File: src/fc_pkg.sv
/*
  Package for the port 0 flow control register: offset, field positions, widths.
  Assumes a 32-bit register port with byte addresses and a single system clock.
*/
package fc_pkg;
  localparam int unsigned data_w = 32;
  localparam int unsigned addr_w = 12;
  localparam logic [addr_w-1:0] port0_flow_control_off = 12'h01a8;
  localparam int unsigned bit_backpressure = 6;
  localparam int unsigned bit_cur_duplex = 5;
  localparam int unsigned bit_cur_rx = 4;
  localparam int unsigned bit_cur_tx = 3;
  localparam int unsigned bit_rx_enable = 2;
  localparam int unsigned bit_tx_enable = 1;
  localparam int unsigned bit_manual = 0;
  localparam logic [data_w-1:0] zero_word = 32'h0000_0000;
endpackage

File: src/fc_resolve.sv
/*
  Resolves the flow control in force on port 0 from manual enables and negotiation.
  Assumes all inputs are synchronous to clk; result is registered.
*/
`timescale 1ns/1ps
module fc_resolve (
  input wire logic clk,
  input wire logic reset,
  input wire logic clk_en,
  input wire logic manual_flow_select,
  input wire logic rx_pause_enable,
  input wire logic tx_pause_enable,
  input wire logic autoneg_enable,
  input wire logic an_rx_pause,
  input wire logic an_tx_pause,
  input wire logic half_duplex,
  output logic cur_rx_ff,
  output logic cur_tx_ff
);
  wire logic use_manual;
  wire logic nxt_cur_rx;
  wire logic nxt_cur_tx;

  // Manual enables apply when selected or negotiation is off
  assign use_manual = manual_flow_select | ~autoneg_enable;
  // Pause only applies in full duplex
  function automatic logic in_force(input logic half, input logic sel, input logic man,
    input logic neg);
    return ~half & (sel ? man : neg);
  endfunction

  assign nxt_cur_rx = in_force(half_duplex, use_manual,
    rx_pause_enable, an_rx_pause);
  assign nxt_cur_tx = in_force(half_duplex, use_manual,
    tx_pause_enable, an_tx_pause);

  always_ff @(posedge clk or posedge reset) begin
    if (reset) begin
      cur_rx_ff <= 1'b0;
      cur_tx_ff <= 1'b0;
    end else if (clk_en) begin
      cur_rx_ff <= nxt_cur_rx;
      cur_tx_ff <= nxt_cur_tx;
    end
  end
endmodule // fc_resolve

File: src/port0_manual_flow_control.sv
/*
  Port 0 manual flow control register with status readback and strap defaults.
  Assumes a synchronous single-cycle register port; straps valid at reset release.
*/
`timescale 1ns/1ps
module port0_manual_flow_control (
  input wire logic clk,
  input wire logic reset,
  input wire logic clk_en,
  input wire logic reg_wr,
  input wire logic reg_rd,
  input wire logic [fc_pkg::addr_w-1:0] reg_addr,
  input wire logic [fc_pkg::data_w-1:0] reg_wdata,
  output logic [fc_pkg::data_w-1:0] reg_rdata_ff,
  input wire logic mac_mode,
  input wire logic strap_load,
  input wire logic backpressure_strap,
  input wire logic full_duplex_pause_strap,
  input wire logic manual_select_strap,
  input wire logic autoneg_enable,
  input wire logic an_rx_pause,
  input wire logic an_tx_pause,
  input wire logic half_duplex,
  output logic backpressure_enable_ff,
  output logic cur_duplex_ff,
  output logic cur_rx_pause_ff,
  output logic cur_tx_pause_ff
);
  import fc_pkg::*;

  logic init_done_ff;
  logic bp_ff;
  logic rx_en_ff;
  logic tx_en_ff;
  logic manual_ff;
  wire logic hit;
  wire logic wr_hit;
  wire logic load;
  wire logic manual_view;
  wire logic nxt_bp;
  wire logic nxt_rx_en;
  wire logic nxt_tx_en;
  wire logic nxt_manual;
  wire logic [data_w-1:0] nxt_rdata;

  assign hit = (reg_addr == port0_flow_control_off);
  assign wr_hit = reg_wr & hit;
  // Straps captured on first enabled edge after reset, or by loader
  assign load = ~init_done_ff | strap_load;
  assign manual_view = manual_ff | mac_mode;

  // Loader wins over a write landing in the same cycle
  function automatic logic pick_field(input logic ld, input logic strap, input logic wr,
    input logic wbit, input logic cur);
    return ld ? strap : (wr ? wbit : cur);
  endfunction

  assign nxt_bp = pick_field(load, backpressure_strap, wr_hit,
    reg_wdata[bit_backpressure], bp_ff);
  assign nxt_rx_en = pick_field(load, full_duplex_pause_strap, wr_hit,
    reg_wdata[bit_rx_enable], rx_en_ff);
  assign nxt_tx_en = pick_field(load, full_duplex_pause_strap, wr_hit,
    reg_wdata[bit_tx_enable], tx_en_ff);
  // MAC mode pins the bit high against writes and loader
  assign nxt_manual = mac_mode ? 1'b1 : pick_field(load, manual_select_strap, wr_hit,
    reg_wdata[bit_manual], manual_ff);

  // Reserved bits zero; no path to the advertisement register
  assign nxt_rdata = (reg_rd & hit) ?
    {zero_word[data_w-1:bit_backpressure+1], bp_ff, cur_duplex_ff, cur_rx_pause_ff,
     cur_tx_pause_ff, rx_en_ff, tx_en_ff, manual_view} : zero_word;

  always_ff @(posedge clk or posedge reset) begin
    if (reset) begin
      init_done_ff <= 1'b0;
      bp_ff <= 1'b0;
      rx_en_ff <= 1'b0;
      tx_en_ff <= 1'b0;
      manual_ff <= 1'b0;
      reg_rdata_ff <= zero_word;
      backpressure_enable_ff <= 1'b0;
      cur_duplex_ff <= 1'b0;
    end else if (clk_en) begin
      init_done_ff <= 1'b1;
      bp_ff <= nxt_bp;
      rx_en_ff <= nxt_rx_en;
      tx_en_ff <= nxt_tx_en;
      manual_ff <= nxt_manual;
      reg_rdata_ff <= nxt_rdata;
      backpressure_enable_ff <= nxt_bp;
      cur_duplex_ff <= half_duplex;
    end
  end

  fc_resolve u_resolve (
    .clk(clk),
    .reset(reset),
    .clk_en(clk_en),
    .manual_flow_select(manual_view),
    .rx_pause_enable(rx_en_ff),
    .tx_pause_enable(tx_en_ff),
    .autoneg_enable(autoneg_enable),
    .an_rx_pause(an_rx_pause),
    .an_tx_pause(an_tx_pause),
    .half_duplex(half_duplex),
    .cur_rx_ff(cur_rx_pause_ff),
    .cur_tx_ff(cur_tx_pause_ff)
  );

  property p_mac_manual;
    @(posedge clk) disable iff (reset)
    (clk_en && init_done_ff && reg_rd && hit && mac_mode) |=> reg_rdata_ff[bit_manual];
  endproperty
  a_mac_manual: assert property (p_mac_manual) else $error("manual not one in MAC mode");

  property p_mac_load;
    @(posedge clk) disable iff (reset)
    (clk_en && mac_mode) |=> manual_ff;
  endproperty
  a_mac_load: assert property (p_mac_load) else $error("loader changed manual in MAC");

  property p_reserved;
    @(posedge clk) disable iff (reset) reg_rdata_ff[data_w-1:bit_backpressure+1] == '0;
  endproperty
  a_reserved: assert property (p_reserved) else $error("reserved bits nonzero");

  property p_strap_bp;
    @(posedge clk) disable iff (reset)
    (clk_en && strap_load) |=> bp_ff == $past(backpressure_strap);
  endproperty
  a_strap_bp: assert property (p_strap_bp) else $error("backpressure strap not loaded");

  property p_write_bp;
    @(posedge clk) disable iff (reset)
    (clk_en && !load && wr_hit) |=> backpressure_enable_ff == $past(reg_wdata[bit_backpressure]);
  endproperty
  a_write_bp: assert property (p_write_bp) else $error("backpressure write lost");

  property p_duplex;
    @(posedge clk) disable iff (reset) clk_en |=> cur_duplex_ff == $past(half_duplex);
  endproperty
  a_duplex: assert property (p_duplex) else $error("duplex status wrong");

  property p_half_no_rx;
    @(posedge clk) disable iff (reset) (clk_en && half_duplex) |=> !cur_rx_pause_ff;
  endproperty
  a_half_no_rx: assert property (p_half_no_rx) else $error("rx pause in half duplex");

  property p_manual_tx;
    @(posedge clk) disable iff (reset)
    (clk_en && manual_view && !half_duplex) |=> cur_tx_pause_ff == $past(tx_en_ff);
  endproperty
  a_manual_tx: assert property (p_manual_tx) else $error("manual tx pause wrong");

  property p_an_rx;
    @(posedge clk) disable iff (reset)
    (clk_en && !manual_view && autoneg_enable && !half_duplex)
      |=> cur_rx_pause_ff == $past(an_rx_pause);
  endproperty
  a_an_rx: assert property (p_an_rx) else $error("negotiated rx pause wrong");

  property p_an_tx;
    @(posedge clk) disable iff (reset)
    (clk_en && !manual_view && autoneg_enable && !half_duplex)
      |=> cur_tx_pause_ff == $past(an_tx_pause);
  endproperty
  a_an_tx: assert property (p_an_tx) else $error("negotiated tx pause wrong");

  property p_no_an;
    @(posedge clk) disable iff (reset)
    (clk_en && !autoneg_enable && !half_duplex)
      |=> cur_rx_pause_ff == $past(rx_en_ff) && cur_tx_pause_ff == $past(tx_en_ff);
  endproperty
  a_no_an: assert property (p_no_an) else $error("enables not applied");

  property p_manual_rx;
    @(posedge clk) disable iff (reset)
    (clk_en && manual_view && !half_duplex) |=> cur_rx_pause_ff == $past(rx_en_ff);
  endproperty
  a_manual_rx: assert property (p_manual_rx) else $error("manual rx pause wrong");

  property p_half_no_tx;
    @(posedge clk) disable iff (reset) (clk_en && half_duplex) |=> !cur_tx_pause_ff;
  endproperty
  a_half_no_tx: assert property (p_half_no_tx) else $error("tx pause in half duplex");

  property p_write_pause;
    @(posedge clk) disable iff (reset)
    (clk_en && !load && wr_hit) |=> rx_en_ff == $past(reg_wdata[bit_rx_enable])
      && tx_en_ff == $past(reg_wdata[bit_tx_enable]);
  endproperty
  a_write_pause: assert property (p_write_pause) else $error("pause write lost");

  property p_write_manual;
    @(posedge clk) disable iff (reset)
    (clk_en && !load && wr_hit && !mac_mode) |=> manual_ff == $past(reg_wdata[bit_manual]);
  endproperty
  a_write_manual: assert property (p_write_manual) else $error("manual lost");

  property p_strap_fields;
    @(posedge clk) disable iff (reset)
    (clk_en && load) |=> rx_en_ff == $past(full_duplex_pause_strap)
      && tx_en_ff == $past(full_duplex_pause_strap);
  endproperty
  a_strap_fields: assert property (p_strap_fields) else $error("pause strap lost");

  property p_strap_manual;
    @(posedge clk) disable iff (reset)
    (clk_en && load && !mac_mode) |=> manual_ff == $past(manual_select_strap);
  endproperty
  a_strap_manual: assert property (p_strap_manual) else $error("manual strap lost");

  property p_idle_rdata;
    @(posedge clk) disable iff (reset)
    (clk_en && !(reg_rd && hit)) |=> reg_rdata_ff == zero_word;
  endproperty
  a_idle_rdata: assert property (p_idle_rdata) else $error("stale read data");

  property p_freeze;
    @(posedge clk) disable iff (reset)
    !clk_en |=> $stable(bp_ff) && $stable(manual_ff) && $stable(cur_rx_pause_ff)
      && $stable(cur_tx_pause_ff);
  endproperty
  a_freeze: assert property (p_freeze) else $error("state moved with enable low");

  c_write: cover property (@(posedge clk) disable iff (reset) clk_en && wr_hit);
  c_mac_write: cover property (@(posedge clk) disable iff (reset) clk_en && wr_hit && mac_mode);
  c_loader: cover property (@(posedge clk) disable iff (reset) clk_en && strap_load);
  c_an: cover property (@(posedge clk) disable iff (reset) cur_rx_pause_ff && !manual_view);
endmodule // port0_manual_flow_control

File: config.mk
export PLATFORM = sky130hd
export DESIGN_NAME = port0_manual_flow_control
export DESIGN_NICKNAME = d
export VERILOG_FILES = /design/src/fc_pkg.sv /design/src/fc_resolve.sv /design/src/port0_manual_flow_control.sv
export SDC_FILE = /design/constraint.sdc
export NUM_CORES = 1
export LEC_CHECK = 0
export BUFFER_PORTS_ARGS = -buffer_cell sky130_fd_sc_hd__buf_2
export CORE_ASPECT_RATIO = 1.75
export CORE_MARGIN = 1
export CORE_UTILIZATION = 37
export CTS_CLUSTER_DIAMETER = 200
export DETAILED_ROUTE_END_ITERATION = 7
export GPL_ROUTABILITY_DRIVEN = 0
export PLACE_DENSITY = 0.88
export SYNTH_ARGS = -nofsm -noshare
export SYNTH_HDL_FRONTEND = slang
export SYNTH_SLANG_ARGS = --single-unit
export TNS_END_PERCENT = 5
File: constraint.sdc
create_clock -name clk -period 3.3 [get_ports clk]
set_clock_uncertainty 0.1 [all_clocks]
set_input_delay 0.33 -clock clk [delete_from_list [all_inputs] [get_ports clk]]
set_output_delay 0.33 -clock clk [all_outputs]
set_load 0.05 [all_outputs]
# After elaboration in Yosys (flattened, before gate mapping)
# Cells that the tools add are included.
# totals
reg_bits	40
latchBits	0
ramBits	0
romBits	0
input_bits	58
output_inout_bits	36
elab_cells	36
mem_count	0
# classes
n_addsub	0
multipliers	0
div_mod_pow	0
n_lt_le_gt_ge	0
n_eq_ne	1
shift	0
mux	12
bitwise_logic	10
reduce_logical	4
# ops
operator	n
== test 12 x 9 -> 1 bit (second input constant)	1
two-way mux 1 bit	11
two-way mux 7 bit	1
AND 1 bit	4
AND reduction 2 bit	2
inverter 1 bit	3
OR 1 bit	3
nonzero test 3 bit	1
nonzero test 2 bit	1

# Longest topological paths before layout
# Gate-level depths: netlist of the first run.
# depth
word_depth	5
mapped_depth	5
depth_no_buf	4

# By module
# A second synthesis of the first run with hierarchy kept.
# unflattened
cells_unflattened	82
hier_area_um2	942.2
# by_module_without_submodules
mod	n_inst	cells_per_inst	area_each_um2
port0_manual_flow_control	1	71	828.3
fc_resolve	1	11	113.9

# Worst setup path after synthesis of the first run
# Ideal clock, no wire load.
# synth_timing
kind	reg-to-reg
from	register init_done_ff
to	register bp_ff
t_arrival_ns	1.232
t_required_ns	3.075
path_slack_ns	1.843
path_stages_with_launch	4
path_buffers	0
path_cell_list	dfrtp_1 > nor2b_1 > mux2_2 > mux2_4
# synth_between
elab_chain_len	4
word_cells_on_any_way	5
classes_between	mux: 1; bitwise: 2; reduce/logical: 2
# synth_lines
element	line_no	text
from (decl)	port0_manual_flow_control.sv:31	logic init_done_ff;
from (signal assigned)	port0_manual_flow_control.sv:75	init_done_ff <= 1'b0;
from (signal assigned)	port0_manual_flow_control.sv:84	init_done_ff <= 1'b1;
inverter 1 bit *	port0_manual_flow_control.sv:49	assign load = ~init_done_ff | strap_load;
OR 1 bit *	port0_manual_flow_control.sv:49	
nonzero test 2 bit (no line)	-	
AND reduction 2 bit (no line)	-	
to (signal assigned)	port0_manual_flow_control.sv:85	bp_ff <= nxt_bp;
to (decl)	port0_manual_flow_control.sv:32	logic bp_ff;
# Every way passes the cells marked *; elsewhere a longest branch is shown, timed or not.
# A chain may end at the register's enable or synchronous reset.

# Worst setup path in the final report of the first run
# Ends and elaborated chain as after synthesis.

==> results of run 1 <==
## layer usage
metal / track usage (%) / share of wire [%]
met1: 17.0 / 39
met2: 23.4 / 51
met3: 2.96 / 10
met5: 0 / 0
met4: 3.88 / 0
## sequential cells by signal, summed over array words and instances, names as in the netlist
register,flops
cur_duplex_ff,1
manual_ff,1
bp_ff,1
tx_en_ff,1
u_resolve.cur_rx_ff,1
reg_rdata_ff,7
init_done_ff,1
u_resolve.cur_tx_ff,1
rx_en_ff,1
## cell usage in the layout (no fill, tap or decap), drive strengths merged, types with 2 or more instances in the layout
cell type / count
buf: 40
mux2: 7
dfrtp: 15
clkbuf: 3
nor2: 3
a22o: 6
conb: 25
mux2i: 3
inv: 2
a21oi: 2
o2bb2ai: 3
nand2: 2
## where the power goes
part	switching (mW)	leakage, nW	internal (mW)
clock network	0.0607	0.0255	0.0833
registers	0.00946	0.190	0.197
logic	0.112	0.402	0.0378
## path summary, 6_finish.rpt
| kind | end | from | cells past startpoint |
|---|---|---|---|
| hold / removal | cur_duplex_ff | reset | 2 |
| max in group asynchronous | reg_rdata_ff[4] | reset | 2 |
| setup / recovery | bp_ff | init_done_ff | 4 |
| setup reg to reg | bp_ff | init_done_ff | 4 |
| min in group clk | cur_duplex_ff | half_duplex | 2 |
| hold reg to reg | init_done_ff | init_done_ff | 1 |
## cell usage after synthesis (2+ instances only)
cell	count	area share, %
inv_1	2	0.82
nor2_1	3	1.2
a22o_1	6	5.8
mux2_1	2	2.5
nand2_1	2	0.82
o2bb2ai_1	3	2.9
mux2_4	3	4.9
buf_4	25	21
dfrtp_1	15	41
mux2i_1	3	3.3
mux2_2	2	2.5
## kinds of logic after synthesis
family,Yosys count,share of synthesized area [%]
compound gates,12,11.9
other cells,1,0.411
buf+inv,28,22.6
flops,15,41.2
mux,10,13.2
simple gates,14,10.7
## cell type report
class | count | area, um2 | area share [%]
clock inverter | 1 | 5.00 | 0.463
timing repair buffer | 40 | 200 | 18.5
clock buffer | 3 | 41.3 | 3.82
inverter | 2 | 7.51 | 0.694
multi-input combinational | 61 | 420 | 38.9
tap | 25 | 31.3 | 2.89
sequential | 15 | 375 | 34.7
## stage by stage
| stage | area, um2 | std cells |
|---|---|---|
| 2_1_floorplan | 1000 | 104 |
| 4_1_cts | 1080 | 147 |
| 5_1_grt | 1080 | 147 |
| 6_report | 1080 | 147 |
| 3_5_place_dp | 1030 | 143 |
| 3_3_place_gp | 1030 | 143 |
==> impl_metrics.tcl, run 1 <==
set metrics [dict create \
    nets 181 \
    io_pins 94 \
    critical_path_required_ps 3330 \
    yosysWarnings 0 \
    vdd.ir_drop.worst_mv 0.282 \
    fin_tns_setup_ps 0 \
    syn_area_um2 912 \
    grt_max_degree 16 \
    antennaDiodeCount 0 \
    worst_slack_ps 1610 \
    ctsResizeCount 0 \
    setup_viol_count_final 0 \
    drt_wl_total_um 1650 \
    rsz0062_at_grt "no" \
    core_area_um2 2300 \
    clkTransAtPathRegs_ps 60 \
    clockBufferDepth 2 \
    power_mw 0.499 \
    slew-limit-headroom_pct 62.3 \
    rows 23 \
    synth-edff-count 0 \
    worst-path-max-fanout 6 \
    dp_hpwl_um 1390 \
    port_buffers 40 \
    worstMarginPinSlew_ps 565 \
    fill_cells 223 \
    overflow 0 \
    cts_tree "done" \
    gr-usage-all-layers_pct 13.8 \
    grt_pass1_vias 626 \
    cp.arrival_ps 1720 \
    cpPeakStageDelay_ps 440 \
    yosysUniqueCellTypes 25 \
    hold_class "in -> async" \
    dieWidth_um 39.5 \
    insertion_delay_ps 240 \
    postSynthAreaPerCell_um2 11.4 \
    yosysSeqAreaShare_pct 41.2 \
    whs_ps 32.2 \
    dr.pass1.iters 2 \
    dieHeight_um 67.7 \
    antenna_found_initial 0 \
    path_cells "nor2b_1 > nor2_1 > a21oi_4 > mux2_4" \
    initial_core_util_pct 39.6 \
    cts-root-buf "clkbuf_8" \
    htree_num_levels 1 \
    ant_nets 0 \
    path_buf_inv 0 \
    fp.dieArea_um2 2680 \
    max_freq_mhz 591 \
    dp_slack_ps 1540 \
    outcome "finished, final reports clean" \
    ff2ff_setup_slack_ps 1610 \
    p_leak_nw 0.617 \
    cts_buffers 3 \
    route.detailed.drc 0 \
    syn_to_final_growth_pct 18.5 \
    grt_pass1_wl_um 2580 \
    hold_viol 0 \
    post_cts_buffers 0 \
    critPathCaptureType "flop" \
    synthArstFlopShare_pct 100 \
    worstSetupPathType "reg -> reg" \
    layout-drive-gt1-share_pct 43.4 \
    wire_per_inst_um 11.2 \
    vias_per_cell 4.52 \
    synth_ff_type "dfrtp_1" \
    num_vias 665 \
    ctsHoldBuffers 0 \
    cpLargestDelayFamily "simple AND/OR/NAND/NOR gates" \
    final_max_slew_viol_count 0 \
    period_minus_slack_ps 1690 \
    startpoint_type "flop" \
    power_density_nw_per_um2 462 \
    drt_iter0_drc 13 \
    syn_inst 80 \
    max_cap_viol_count 0 \
    period_share_pct 51.3 \
    ys_ff_latch 15 \
    clock-sinks 15 \
    final_util_pct 47.0 \
    cp_slowest_cell "nor2b_1" \
]
No activity file was read; power rests on OpenSTA's default activity.
==> run 2, diff against run 1 <==
- CORE_UTILIZATION: 37 -> 35
- PLACE_DENSITY: 0.88 -> 0.84
- clock period: 3.3 -> 1.56 ns (I/O delays scaled with it)
==> run 2 against run 1 <==
Effect of this change: maximum frequency is 21% higher; first-iteration DRC count stayed put; combinational power is 120% higher; global-route usage is 0.088 points lower; register-to-register slack worse by 1400 ps; routed wire length is 2.4% higher; critical path depth is 1 lower; total power is 120% higher; core utilization is 2.0 points lower; sequential power is 110% higher; count of clock-buffer cells in the layout is 1 higher; critical endpoint unchanged; highest routed layer is now met4.
==> impl_metrics.tcl, run 2 (synthesis gave the netlist of run 1 again) <==
set metrics [dict create \
    max_freq_mhz 717 \
    rows 24 \
    layout-drive-gt1-share_pct 44.4 \
    placed_cell_area_um2 1060 \
    gr-usage-all-layers_pct 13.7 \
    dr.pass1.iters 4 \
    p_sw_share_pct 36.4 \
    period_share_pct 89.4 \
    p_int_mw 0.684 \
    route.detailed.drc 0 \
    nets 185 \
    worst-path-max-fanout 5 \
    overflow 0 \
    dieHeight_um 69.5 \
    worstMarginPinSlew_ps 554 \
    rsz0062_at_grt "no" \
    slew-limit-headroom_pct 63.0 \
    initial_core_util_pct 36.6 \
    final_util_pct 45.0 \
    vdd.ir_drop.worst_mv 0.377 \
    power_density_nw_per_um2 959 \
    worst_slack_ps 166 \
    period_minus_slack_ps 1390 \
    critPathCaptureType "flop" \
    mostFrequentLayoutCells "40 x buf_2, 25 x conb_1, 15 x dfrtp_1" \
    ff2ff_path_depth 3 \
    grt_pass1_vias 653 \
    outcome "finished, final reports clean" \
    fin_tns_setup_ps 0 \
    drt_wl_total_um 1690 \
    layout_commonest_cell "buf_2" \
    p_leak_nw 0.643 \
    syn_to_final_growth_pct 22.9 \
    wire_per_inst_um 11.1 \
    dp_slack_ps -81.2 \
    hold_class "in -> reg" \
    cp.arrival_ps 1430 \
    grt_pass1_wl_um 2670 \
    critical_path_required_ps 1590 \
    top_register "reg_rdata_ff" \
    final_cell_count_no_fill 152 \
    insertion_delay_ps 250 \
    ant_nets 0 \
    core_area_um2 2490 \
    num_vias 693 \
    fin_area_um2 1120 \
    cts-root-buf "clkbuf_8" \
    power_mw 1.08 \
    antennaDiodeCount 0 \
    clock-sinks 15 \
    cts_buffers 3 \
    clkTransAtPathRegs_ps 60 \
    whs_ps 49.7 \
    io_pins 94 \
    dieWidth_um 40.6 \
    antenna_found_initial 0 \
    dp_hpwl_um 1430 \
    port_buffers 40 \
    hold_viol 0 \
    dp_cells 147 \
    fp.dieArea_um2 2820 \
    startpoint_type "flop" \
    worstSetupPathType "reg -> reg" \
    power_frac_seq_pct 40.6 \
    clockBufferDepth 2 \
    min_path_cells 2 \
    max_cap_viol_count 0 \
    htree_num_levels 1 \
    cts_tree "done" \
    clkPwrFrac_pct 29.4 \
    final_max_slew_viol_count 0 \
    largest_reg_flops 7 \
    combPwrFrac_pct 30.1 \
    grt_max_degree 16 \
    vias_per_cell 4.56 \
    drt_iter0_drc 13 \
    setup_viol_count_final 0 \
    p_sw_mw 0.391 \
]
run 2: what timing repair did:
| item | CTS | global route |
|---|---|---|
| hold buffers | 1 | 0 |
| resized for setup | 1 | 1 |
| pin swaps | 0 | 0 |
| endpoints found under the setup margin | 4 | 4 |
| hold endpoints to repair | 15 | 0 |
| setup buffers | 0 | 0 |
run 2: critical path: stages (launching register included):
cell and delay, ps:
dfrtp_1 340, nor2b_4 210, mux2_2 360, mux2_4 270
run 2: metal layers:
metal / track usage, % / up-vias / wire (um) / part of all wire [%]
met4: 6.67 / 0 / 30 / 1.8
met3: 4.17 / 3 / 178 / 11
met5: 0 / - / 0 / 0
met1: 14.7 / 311 / 612 / 36
li1: - / 324 / - / -
met2: 22.6 / 55 / 863 / 51
run 2: cell type report:
cell class	instances	area, um2
Multi-Input combinational cell	61	428
Sequential cell	15	375
Timing Repair Buffer	44	233
Inverter	2	7.51
Clock buffer	4	45.0
Tap cell	26	32.5
Fill cell	259	1370
run 2: power groups by stage:
stage | Sequential, mW | Combinational, mW | Clock (mW)
floorplan | 0.488 | 0.249 | 0
global route | 0.439 | 0.346 | 0.335
detailed placement | 0.443 | 0.322 | 0
global placement | 0.441 | 0.317 | 0
CTS | 0.436 | 0.325 | 0.321
finish | 0.436 | 0.323 | 0.316
run 2: path summary, 6_finish.rpt:
check / start / endpoint / slack [ps]
min: half_duplex / cur_duplex_ff / 50
min in group asynchronous: reset / u_resolve.cur_tx_ff / 400
max reg2reg: init_done_ff / bp_ff / 170
max: init_done_ff / bp_ff / 170
min reg2reg: init_done_ff / init_done_ff / 370
max in group asynchronous: reset / bp_ff / 600
==> run 3, diff against run 2 <==
- BUFFER_PORTS_ARGS: -buffer_cell sky130_fd_sc_hd__buf_2 -> default
- CORE_ASPECT_RATIO: 1.75 -> default
- CORE_UTILIZATION: 35 -> 60
- DONT_BUFFER_PORTS: default -> 1
- PLACE_DENSITY: 0.84 -> 0.8
==> run 3 against run 2 <==
Effect of this change: the run now ends with hold timing left; setup slack worse by 88 ps; die area is 40% lower; non-clock buffer count shrank 33; final area shrank 15%; clock power down 31%; largest power group unchanged.
==> impl_metrics.tcl, run 3 (synthesis gave the netlist of run 1 again) <==
set metrics [dict create \
    outcome "finished, violations left" \
    failed_checks "hold timing" \
    final_max_slew_viol_count 0 \
    top_register "reg_rdata_ff" \
    fin_tns_setup_ps 0 \
    hold_viol 1 \
    critical_path_required_ps 1620 \
    grt_pass1_vias 507 \
    clock-sinks 15 \
    hold_class "in -> reg" \
    cts-root-buf "clkbuf_4" \
    slew-limit-headroom_pct 63.2 \
    nets 152 \
    io_pins 94 \
    max_freq_mhz 675 \
    num_vias 562 \
    mostFrequentLayoutCells "25 x conb_1, 14 x dfrtp_1, 8 x dlygate4sd3_1" \
    cp.arrival_ps 1550 \
    worst_slack_ps 77.7 \
    clkTransAtPathRegs_ps 90 \
    route.detailed.drc 0 \
    layout-drive-gt1-share_pct 18.3 \
    drt_wl_total_um 1630 \
    top_usage_layer "met2" \
    period_minus_slack_ps 1480 \
    rows 13 \
    fill_cells 109 \
    rsz0062_at_grt "no" \
    period_share_pct 95.0 \
    worstSetupPathType "reg -> reg" \
    gr-usage-all-layers_pct 20.1 \
    grt_util_met3_pct 5.98 \
    port_buffers 0 \
    clockBufferDepth 2 \
    power_density_nw_per_um2 993 \
    largest_reg_flops 7 \
    layout_commonest_cell "conb_1" \
    htree_num_levels 1 \
    ant_nets 0 \
    grt_pass1_wl_um 2120 \
    vdd.ir_drop.worst_mv 0.527 \
    cts_buffers 3 \
    overflow 0 \
    critPathCaptureType "flop" \
    grt_max_degree 16 \
    wire_per_inst_um 15.1 \
    power_mw 0.948 \
    antenna_found_initial 0 \
    dr.pass1.iters 1 \
    dieWidth_um 41.0 \
    antennaDiodeCount 0 \
    post_cts_buffers 0 \
    worst-path-max-fanout 2 \
    drt_iter0_drc 0 \
    use_met2_pct 34.8 \
    initial_core_util_pct 67.6 \
    startpoint_type "flop" \
    core_area_um2 1350 \
    worstMarginPinSlew_ps 551 \
    p_leak_nw 0.487 \
    cts_tree "done" \
    grt_use_met1_pct 22.0 \
    insertion_delay_ps 280 \
    setup_viol_count_final 0 \
    fp.dieArea_um2 1680 \
    syn_to_final_growth_pct 4.66 \
    dp_slack_ps -20.2 \
    whs_ps -4.44 \
    dieHeight_um 41.0 \
    max_cap_viol_count 0 \
    vias_per_cell 5.20 \
]
[run 3: cell types whose count changed in the layout (fill, tap and decap cells not counted)]
cell and delta:
clkbuf_4 +3, dfrtp_2 +1, dlygate4sd3_1 +7, buf_2 -40, nor2b_4 -1, nor2b_2 +1, clkbuf_8 -3, dfrtp_1 -1
[run 3: area by class of cell]
class | instances | area (um2) | share of cell area, %
Clock buffer | 4 | 26.3 | 2.75
Inverter | 2 | 7.51 | 0.786
Multi-Input combinational cell | 61 | 423 | 44.3
Sequential cell | 15 | 377 | 39.4
Tap cell | 15 | 18.8 | 1.97
Timing Repair Buffer | 11 | 103 | 10.7
[run 3: metrics by stage]
step                      instance area [um2]  cells  util, %  hold WS [ps]
after floorplan                          1000    104        -         -42.5
after global placement                    845     96     62.6          20.8
after detailed placement                  845     96     62.6          24.1
after CTS                                 943    107     69.9         0.975
after global routing                      955    108     70.7          8.28
final                                     955    108     70.7         -4.44
[run 3: per-layer routing]
layer | vias to the layer above | routed length, um | share of wire [%]
met4 | 0 | 18 | 1.1
met5 | - | 0 | 0
met2 | 35 | 907 | 56
met3 | 4 | 116 | 7.1
li1 | 253 | - | -
met1 | 270 | 591 | 36
[run 3: final timing paths]
| check | start | to | slack [ps] | cells after the start |
|---|---|---|---|---|
| worst min-delay path | clk_en | manual_ff | -4 | 2 |
| worst min register to register | init_done_ff | init_done_ff | 390 | 1 |
| worst max register to register | reg_rdata_ff[0] | reg_rdata_ff[0] | 80 | 2 |
| min in group asynchronous | reset | u_resolve.cur_rx_ff | 260 | 2 |
| worst max-delay path | reg_rdata_ff[0] | reg_rdata_ff[0] | 80 | 2 |
| max in group asynchronous | reset | reg_rdata_ff[0] | 710 | 2 |
[run 3: timing repair]
action                                 4_1_cts  5_1_grt
hold buffers                                 7        1
endpoints found under the hold margin       21        1
gates resized for setup                      1        1
pin swaps                                    0        0
setup endpoints to repair                    3        1
[run 3: where the power goes]
group | internal [mW] | total [mW] | switching [mW]
Clock | 0.0991 | 0.218 | 0.119
Combinational | 0.0684 | 0.268 | 0.199
Sequential | 0.414 | 0.462 | 0.0481
[run 3: critical path, stage by stage, from the launching register on]
cell	delay, ps
dfrtp_2	530
o2bb2ai_1	170
dlygate4sd3_1	570
